$ cat config.mk
export PLATFORM = sky130hd
export DESIGN_NAME = wdslp_top
export DESIGN_NICKNAME = d
export VERILOG_FILES = /design/src/logic/wdslp_pkg.sv /design/src/logic/wdslp_top.sv
export SDC_FILE = /design/constraint.sdc
export NUM_CORES = 1
export LEC_CHECK = 0
export BUFFER_PORTS_ARGS = -buffer_cell sky130_fd_sc_hd__buf_2
export CAP_MARGIN = 15
export CORE_MARGIN = 4
export CORE_UTILIZATION = 49
export DETAILED_ROUTE_END_ITERATION = 8
export PLACE_DENSITY_LB_ADDON = 0.15
export SLEW_MARGIN = 30
export SYNTH_ARGS = -nofsm -noshare
export SYNTH_HDL_FRONTEND = slang
export SYNTH_SLANG_ARGS = --single-unit
export TNS_END_PERCENT = 10
$ cat constraint.sdc
create_clock -name i_sys_clk -period 3.4 [get_ports i_sys_clk]
set_clock_uncertainty 0.05 [all_clocks]
set_input_delay 0.68 -clock i_sys_clk [delete_from_list [all_inputs] [get_ports i_sys_clk]]
set_output_delay 0.68 -clock i_sys_clk [all_outputs]
set_load 0.02 [all_outputs]
$ cat src/logic/wdslp_pkg.sv
// package: register map, field positions and timing for the watchdog and sleep block
package wdslp_pkg;
   // register word indices on the apb slave (printed offsets, not byte addresses)
   localparam logic [15:0] OPT_ADDR = 16'h0081;
   localparam logic [15:0] CFG_ADDR = 16'h2007;
   // printed offsets are not all multiples of four: they are indices, byte address is index*4
   localparam logic [17:0] OPT_BYTE = {OPT_ADDR, 2'b00};
   localparam logic [17:0] CFG_BYTE = {CFG_ADDR, 2'b00};
   localparam logic [17:0] CTL_BYTE = 18'h0_0100; // core-event and status register
   // field positions
   localparam int OPT_PSA = 3;
   localparam int CFG_WATCHDOG_CONFIG_ENABLE = 2;
   localparam int ST_PD = 3;
   localparam int ST_TO = 4;
   localparam int CTL_KICK = 0;
   localparam int CTL_SLEEP = 1;
   // reset values
   localparam logic [7:0] OPT_RESET = 8'hff;
   localparam logic [7:0] CFG_RESET = 8'hff;
   // timing: internal rc oscillator and nominal period
   localparam int RC_HZ_X100 = 3125_000; // 31.25 khz times 100
   localparam int PERIOD_MS = 16;
   localparam int CLK_MHZ = 250;
   // 16 ms at 4 ns: 4_000_000 cycles
   localparam int PERIOD_CYC = PERIOD_MS * 1000 * CLK_MHZ;
   // wake-capable interrupt sources
   localparam int N_WAKE = 7;
   // interrupt vector
   localparam logic [15:0] IRQ_VECTOR = 16'h0004;
endpackage : wdslp_pkg

$ cat src/logic/wdslp_top.sv
// watchdog timer with shared scaler, sleep entry and wake-up control, apb slave
// the watchdog count runs on the system clock here; the nominal period and clock rate only set how
// many clocks make one period, so the period parameter is the single knob
// a kick and a time-out in one cycle: the kick wins, no reset is raised
// the pin reset is three flops late; a glitch that covers no rising clock edge is lost
// apb writes land on the edge that completes the transfer, not the edge before
//
// The APB interface to the registers was decided locally.
`timescale 1ns/100ps
`default_nettype none
module wdslp_top #(
   parameter int PERIOD_CYC = wdslp_pkg::PERIOD_CYC, // long count, shortenable
   parameter int N_PORT = 16 // io pins held during sleep
) (
   // clock and reset
   input wire logic i_sys_clk,
   input wire logic i_rst_n,
   // apb slave
   input wire logic i_psel,
   input wire logic i_penable,
   input wire logic i_pwrite,
   input wire logic [17:0] i_paddr,
   input wire logic [31:0] i_pwdata,
   output logic o_pready,
   output logic [31:0] o_prdata,
   output logic o_pslverr,
   // external reset pin (asynchronous, active low, synchronised here)
   input wire logic i_external_reset_pin_n,
   // core side: instruction events, global enable, program counter
   input wire logic i_kick_instruction,
   input wire logic i_sleep_instruction,
   input wire logic i_global_irq_enable,
   input wire logic [15:0] i_pc,
   // wake-capable interrupt flags and their enables
   input wire logic [wdslp_pkg::N_WAKE-1:0] i_wake_irq_flag,
   input wire logic [wdslp_pkg::N_WAKE-1:0] i_wake_irq_en,
   // core io drive state
   input wire logic [N_PORT-1:0] i_port_out,
   input wire logic [N_PORT-1:0] i_port_oe,
   // outputs to the device
   output logic o_device_reset,
   output logic o_sleeping,
   output logic o_main_osc_en,
   output logic o_rc_osc_en,
   output logic o_vector_irq,
   output logic [15:0] o_prefetch_addr,
   output logic [15:0] o_vector_addr,
   output logic [N_PORT-1:0] o_port_out,
   output logic [N_PORT-1:0] o_port_oe,
   output logic o_expired_flag_n,
   output logic o_sleep_entered_flag_n
);
   ////////////////////////////////////////////////////////////////////////////
   // elaboration checks
   // a period under two clocks would let the counter match its own clear value,
   // and the held port vector cannot be empty
   initial begin
      if (PERIOD_CYC < 2) begin
         $error("period too short");
      end
      if (N_PORT < 1) begin
         $error("need at least one port bit");
      end
   end

   ////////////////////////////////////////////////////////////////////////////
   // registers and state
   typedef enum logic [0:0] {RUN, SLEEP} wdslp_state_e;
   wdslp_state_e state_q; // run or sleep
   logic [7:0] opt_q; // timer option control
   logic [7:0] cfg_q; // device configuration word
   logic [31:0] cnt_q; // watchdog base counter
   logic [6:0] scl_q; // shared scaler count
   logic to_n_q; // expired flag, active low
   logic pd_n_q; // power-down flag, active low
   logic rst_q; // device reset pulse
   logic vec_q; // vector request after wake
   logic [15:0] pf_q; // prefetch address
   logic [N_PORT-1:0] pout_q; // held port levels
   logic [N_PORT-1:0] poe_q; // held port enables
   logic ready_q; // apb ready
   logic [31:0] rdata_q; // apb read data
   logic external_reset_pin_n_s1_q, external_reset_pin_n_s2_q; // pin synchroniser

   ////////////////////////////////////////////////////////////////////////////
   // decode
   wire logic acc = i_psel & i_penable & ~ready_q; // one-wait access
   // writes land on the completing edge, where the master samples pready high
   wire logic fin = i_psel & i_penable & ready_q;
   wire logic wr = fin & i_pwrite;
   wire logic hit_opt = (i_paddr == wdslp_pkg::OPT_BYTE);
   wire logic hit_cfg = (i_paddr == wdslp_pkg::CFG_BYTE);
   wire logic hit_ctl = (i_paddr == wdslp_pkg::CTL_BYTE);
   wire logic hit_any = hit_opt | hit_cfg | hit_ctl;
   // core events come either from pins of the core or a control register write
   wire logic kick = i_kick_instruction
      | (wr & hit_ctl & i_pwdata[wdslp_pkg::CTL_KICK]);
   wire logic sleep_req = i_sleep_instruction
      | (wr & hit_ctl & i_pwdata[wdslp_pkg::CTL_SLEEP]);
   wire logic wdt_en = cfg_q[wdslp_pkg::CFG_WATCHDOG_CONFIG_ENABLE];
   wire logic scaler_assign_select = opt_q[wdslp_pkg::OPT_PSA];
   // wake needs the source enable only, global enable is not consulted
   wire logic irq_pend = |(i_wake_irq_flag & i_wake_irq_en);
   // pending interrupt turns sleep into a no-operation
   wire logic sleep_go = sleep_req & (state_q == RUN) & ~irq_pend;
   wire logic clr_wdt = kick | sleep_go;
   wire logic base_end = (cnt_q == 32'(PERIOD_CYC - 1));
   // power-of-two ratio: 2**ps - 1 as the last scaler value
   wire logic [6:0] scl_last = 7'((8'h01 << opt_q[2:0]) - 8'h01);
   wire logic scl_end = ~scaler_assign_select | (scl_q == scl_last);
   wire logic timeout = wdt_en & base_end & scl_end & ~clr_wdt;
   wire logic external_reset_pin_n = ~external_reset_pin_n_s2_q; // pin asserted

   ////////////////////////////////////////////////////////////////////////////
   // external reset pin synchroniser
   always_ff @(posedge i_sys_clk or negedge i_rst_n) begin
      if (!i_rst_n) begin
         external_reset_pin_n_s1_q <= 1'b1;
         external_reset_pin_n_s2_q <= 1'b1;
      end else begin
         external_reset_pin_n_s1_q <= i_external_reset_pin_n;
         external_reset_pin_n_s2_q <= external_reset_pin_n_s1_q;
      end
   end

   ////////////////////////////////////////////////////////////////////////////
   // watchdog base counter; counts on the sampled rc tick, modelled per clock
   // clearing on the end value keeps one period exact with or without the scaler
   always_ff @(posedge i_sys_clk or negedge i_rst_n) begin
      if (!i_rst_n) begin
         cnt_q <= 32'h0000_0000;
      end else if (!wdt_en || clr_wdt || base_end || external_reset_pin_n) begin
         cnt_q <= 32'h0000_0000;
      end else begin
         cnt_q <= cnt_q + 32'h0000_0001;
      end
   end

   ////////////////////////////////////////////////////////////////////////////
   // scaler acts after the counter when assigned; its assignment bit is untouched
   // held at zero while timer0 owns it, so handing it back starts a fresh ratio
   always_ff @(posedge i_sys_clk or negedge i_rst_n) begin
      if (!i_rst_n) begin
         scl_q <= 7'h00;
      end else if (clr_wdt || external_reset_pin_n || !scaler_assign_select) begin
         scl_q <= 7'h00;
      end else if (wdt_en && base_end) begin
         scl_q <= scl_end ? 7'h00 : scl_q + 7'h01;
      end
   end

   ////////////////////////////////////////////////////////////////////////////
   // sleep state machine and status flags
   // a time-out outranks an interrupt in sleep so the expired flag tells the cause;
   // the pin is checked first because only it may reset the device out of sleep
   always_ff @(posedge i_sys_clk or negedge i_rst_n) begin
      if (!i_rst_n) begin
         state_q <= RUN;
         to_n_q <= 1'b1;
         pd_n_q <= 1'b1;
         rst_q <= 1'b0;
         vec_q <= 1'b0;
         pf_q <= 16'h0000;
      end else begin
         rst_q <= 1'b0;
         vec_q <= 1'b0;
         if (external_reset_pin_n) begin
            // only the pin resets out of sleep; flags keep their meaning
            state_q <= RUN;
            rst_q <= 1'b1;
         end else begin
            case (state_q)
               RUN: begin
                  if (timeout) begin
                     rst_q <= 1'b1;
                     to_n_q <= 1'b0;
                  end else if (sleep_go) begin
                     state_q <= SLEEP;
                     to_n_q <= 1'b1;
                     pd_n_q <= 1'b0;
                     pf_q <= i_pc + 16'h0001;
                  end
               end
               SLEEP: begin
                  if (timeout) begin
                     state_q <= RUN;
                     to_n_q <= 1'b0;
                  end else if (irq_pend) begin
                     // arrives during or after entry: wake next cycle
                     state_q <= RUN;
                     vec_q <= i_global_irq_enable;
                  end
               end
               default: state_q <= RUN;
            endcase
         end
      end
   end

   ////////////////////////////////////////////////////////////////////////////
   // port hold: freeze drive levels while asleep
   // the value latched on the edge before entry is the one held, as the core left it
   always_ff @(posedge i_sys_clk or negedge i_rst_n) begin
      if (!i_rst_n) begin
         pout_q <= '0;
         poe_q <= '0;
      end else if (state_q == RUN && !sleep_go) begin
         pout_q <= i_port_out;
         poe_q <= i_port_oe;
      end
   end

   ////////////////////////////////////////////////////////////////////////////
   // apb slave: one wait state, unmapped addresses answer with pslverr
   // read data are captured on the access edge and stand until the next read
   // the control word is write-only for events; its read side shows the two flags
   always_ff @(posedge i_sys_clk or negedge i_rst_n) begin
      if (!i_rst_n) begin
         opt_q <= wdslp_pkg::OPT_RESET;
         cfg_q <= wdslp_pkg::CFG_RESET;
         ready_q <= 1'b0;
         rdata_q <= 32'h0000_0000;
      end else begin
         ready_q <= acc;
         if (wr && hit_opt) begin
            opt_q <= i_pwdata[7:0];
         end
         if (wr && hit_cfg) begin
            cfg_q <= i_pwdata[7:0];
         end
         if (acc && !i_pwrite) begin
            rdata_q <= hit_opt ? {24'h00_0000, opt_q} :
               hit_cfg ? {24'h00_0000, cfg_q} :
               hit_ctl ? {27'h000_0000, to_n_q, pd_n_q, 3'h0} : 32'h0000_0000;
         end
      end
   end

   ////////////////////////////////////////////////////////////////////////////
   // registered outputs
   // each top output is a flop or a constant so the core sees no decode glitches
   logic slverr_q; // error answer
   logic osc_q, rc_q; // oscillator enables
   always_ff @(posedge i_sys_clk or negedge i_rst_n) begin
      if (!i_rst_n) begin
         slverr_q <= 1'b0;
         osc_q <= 1'b1;
         rc_q <= 1'b0;
      end else begin
         slverr_q <= acc & ~hit_any;
         // main oscillator stops in sleep; no clocked peripheral can fire then
         osc_q <= ~(sleep_go | (state_q == SLEEP && !timeout && !irq_pend));
         rc_q <= wdt_en;
      end
   end

   assign o_pready = ready_q;
   assign o_prdata = rdata_q;
   assign o_pslverr = slverr_q;
   assign o_device_reset = rst_q;
   assign o_sleeping = (state_q == SLEEP);
   assign o_main_osc_en = osc_q;
   assign o_rc_osc_en = rc_q;
   assign o_vector_irq = vec_q;
   assign o_prefetch_addr = pf_q;
   assign o_vector_addr = wdslp_pkg::IRQ_VECTOR;
   assign o_port_out = pout_q;
   assign o_port_oe = poe_q;
   assign o_expired_flag_n = to_n_q;
   assign o_sleep_entered_flag_n = pd_n_q;
endmodule : wdslp_top
`default_nettype wire

==> out/metrics.yaml <==
cells_and_area:
  fin_area_sq_um: 7390
  layout.nets: 845
  drive_gt1_share_pct: 39.0
  fin_util_pct: 63.3
  fillers: 949
  antenna_cells: 0
  final_cells: 877
  synthToLayoutAreaGrowth_pct: 24.2
routing:
  vias: 4582
  drt_pass1_iterations: 4
  routedWlPerCell_um: 15.7
  routed_wl_um: 13700
  first_iter_violations: 161
  drc_errors: 0
  viasPerCell: 5.22
  ant_nets: 0
synth:
  netlist_top_cells_area: "dfrtp_1 42%, dfstp_2 9.3%, mux2_2 9.1%"
  syn_area_sq_um: 5950
  synthArstFlopShare_pct: 100
  yosysMostFrequentCell: "dfrtp_1"
  ys_seq_area_share_pct: 51.8
  synthCells: 551
  synth.largest_area_cell: "dfrtp_1"
  ys.flop_type: "dfrtp_1"
  yosys_warnings: 0
  syn_avg_cell_area_sq_um: 10.8
  ys_ff_latch: 122
  synth.distinct_cells: 56
  synth_edf_count: 0
  synth_top_cell_area_share_pct: 42.5
  synth_top_cells_by_count: "101 x dfrtp_1, 57 x nor2_1, 48 x mux2_2"
floorplan:
  row_count: 39
  start_util_pct: 51.0
  io-pin-count: 226
  coreArea_sq_um: 11700
  dieArea_sq_um: 14000
  die_h_um: 118
  die_w_um: 118
cts:
  cts-root-buf: "clkbuf_16"
  cts_max_level: 4
  clkLatencyLatePin_ns: 0.42
  cts_buffers: 17
  clk_pin_slew_worst_paths_ns: 0.06
  ctsLongestPathBuffers: 2
  cts_tree: "yes"
  clock_sinks: 122
  cts.repair.resized: 0
  hold_buffers: 0
  cts_setup_buffers: 0
grt:
  antenna_found_initial: 0
  grt_overflow: 0
  grt_first_pass_wirelength_um: 22800
  grt_max_degree: 92
  grt_usage_pct: 20.2
  grt_pass1_vias: 4709
min_path:
  min_path_type: "in2async"
placement:
  dp.cells: 845
  finalWeightedCongestion: 0.881
  portBuffers: 161
  dp_hpwl_um: 10200
  placed_area_sq_um: 6810
  pre_cts_ws_ns: 0.422
worst_setup_path:
  crit_family: "simple AND/OR/NAND/NOR gates"
  path_buf_inv: 2
  critPathLaunchType: "primary input"
  crit_arrival_ns: 2.79
  crit_chain: "buf_2, a222oi_1, nand3_1, nor3b_1, or2_2, nor2_2, buf_4, mux2_2"
  crit_path_max_fanout: 32
  cpPeakStageDelay_ns: 0.56
  critPathKind: "in2reg"
  crit_slowest_cell: "nor3b_1"
  cp-end-kind: "register"
  required_ns: 3.65
run_status:
  status: "complete, no violations"
timing:
  rsz0062_at_grt: "no"
  setup_viol: 0
  maxSlewViolCount: 0
  tightest_slew_ns: 0.697
  finalCritPeriodShare_pct: 74.6
  min_period_ns: 2.54
  hold_viol: 0
  clock.fmax_mhz: 394
  setup_tns_ns: 0
  slew_headroom_pct: 53.4
  fin_ws_ns: 0.865
power:
  leakage_nw: 3.45
  p_per_area_nw_per_um2: 529
  ir_worst_vdd_mv: 0.331
job:
  drv_cap: 0
==> power breakdown <==
group / switching (mW) / internal [mW]
clock: 0.674 / 1.05
combinational: 0.361 / 0.194
sequential: 0.0625 / 1.57
==> placed cells by master, fill, tap and decap left out, types with 4 or more instances in the layout <==
cell type | netlist | routed
nand4_1 | 12 | 12
mux2_2 | 48 | 48
conb_1 | 2 | 40
buf_2 | 2 | 160
nor4_2 | 3 | 4
and4_1 | 4 | 4
nor3_1 | 8 | 8
nand3_1 | 28 | 28
and2_1 | 7 | 7
nor2_1 | 57 | 56
o21ai_0 | 18 | 18
a21oi_1 | 9 | 9
nor4_1 | 10 | 9
a22oi_1 | 8 | 8
buf_4 | 40 | 9
and3_1 | 14 | 14
clkbuf_16 | 0 | 17
xor2_1 | 35 | 35
dfrtp_1 | 101 | 101
clkinvlp_4 | 0 | 4
xnor2_1 | 15 | 15
clkinv_4 | 0 | 4
inv_1 | 8 | 8
nand2_1 | 43 | 43
dfstp_2 | 21 | 21
==> through the flow <==
stage                     total power, mW  hold WS, ns
after floorplan                      1.99        0.295
after global placement               2.19        0.297
after detailed placement             2.21        0.297
after CTS                            3.95        0.138
after global routing                 4.08        0.160
final                                3.91        0.138
==> registers in the layout, indices dropped and copies added (netlist names) <==
name	flops
cfg_q	8
cnt_q	32
external_reset_pin_n_s1_q	1
external_reset_pin_n_s2_q	1
o_device_reset	1
o_expired_flag_n	1
o_main_osc_en	1
o_port_oe	16
o_port_out	16
o_prdata	8
o_pready	1
o_prefetch_addr	16
o_pslverr	1
o_rc_osc_en	1
o_sleep_entered_flag_n	1
o_sleeping	1
o_vector_irq	1
opt_q	8
scl_q	7
==> final timing paths <==
kind                                            from                   endpoint  slack [ns]  cells after the start
max                               i_wake_irq_flag[3]             o_port_out[13]        0.86                      8
min                                          i_rst_n        o_prefetch_addr[10]        0.14                      1
max reg2reg                                 cnt_q[8]                   scl_q[6]        0.86                      6
min reg2reg                external_reset_pin_n_s1_q  external_reset_pin_n_s2_q        0.31                      0
max in group asynchronous                    i_rst_n                   cfg_q[5]        2.32                      2
min in group i_sys_clk     external_reset_pin_n_s1_q  external_reset_pin_n_s2_q        0.31                      0
==> kinds of logic (layout without fill, tap and decap cells) <==
logic type               after synthesis  after routing  synth area share [%]
AO/OA/AOI/OAI                         56             56                  6.25
AND/OR/NAND/NOR                      204            204                  17.9
flip-flops                           122            122                  51.8
other                                  2             40                 0.126
XOR/XNOR                              50             50                  7.36
adder cells (fa/ha/maj)                4              4                 0.799
multiplexers                          48             48                  9.09
buffers and inverters                 65            210                  6.67
==> routing by layer <==
metal	global-route usage [%]	vias up	wire length, um
li1	-	2195	-
met1	24.2	2198	5690
met2	33.0	160	6650
met3	7.64	29	1040
met4	8.13	0	344
met5	0	-	0
==> final cells by class <==
type                            instances  area (sq um)  share of cell area [%]
Clock inverter                         12           118                    1.59
Clock buffer                           20           457                    6.18
Sequential cell                       122          3080                    41.7
Inverter                                8          30.0                   0.407
Multi-Input combinational cell        402          2640                    35.7
Timing Repair Buffer                  170           888                    12.0
Tap cell                              143           179                    2.42
(Power assumes the default switching activity.)
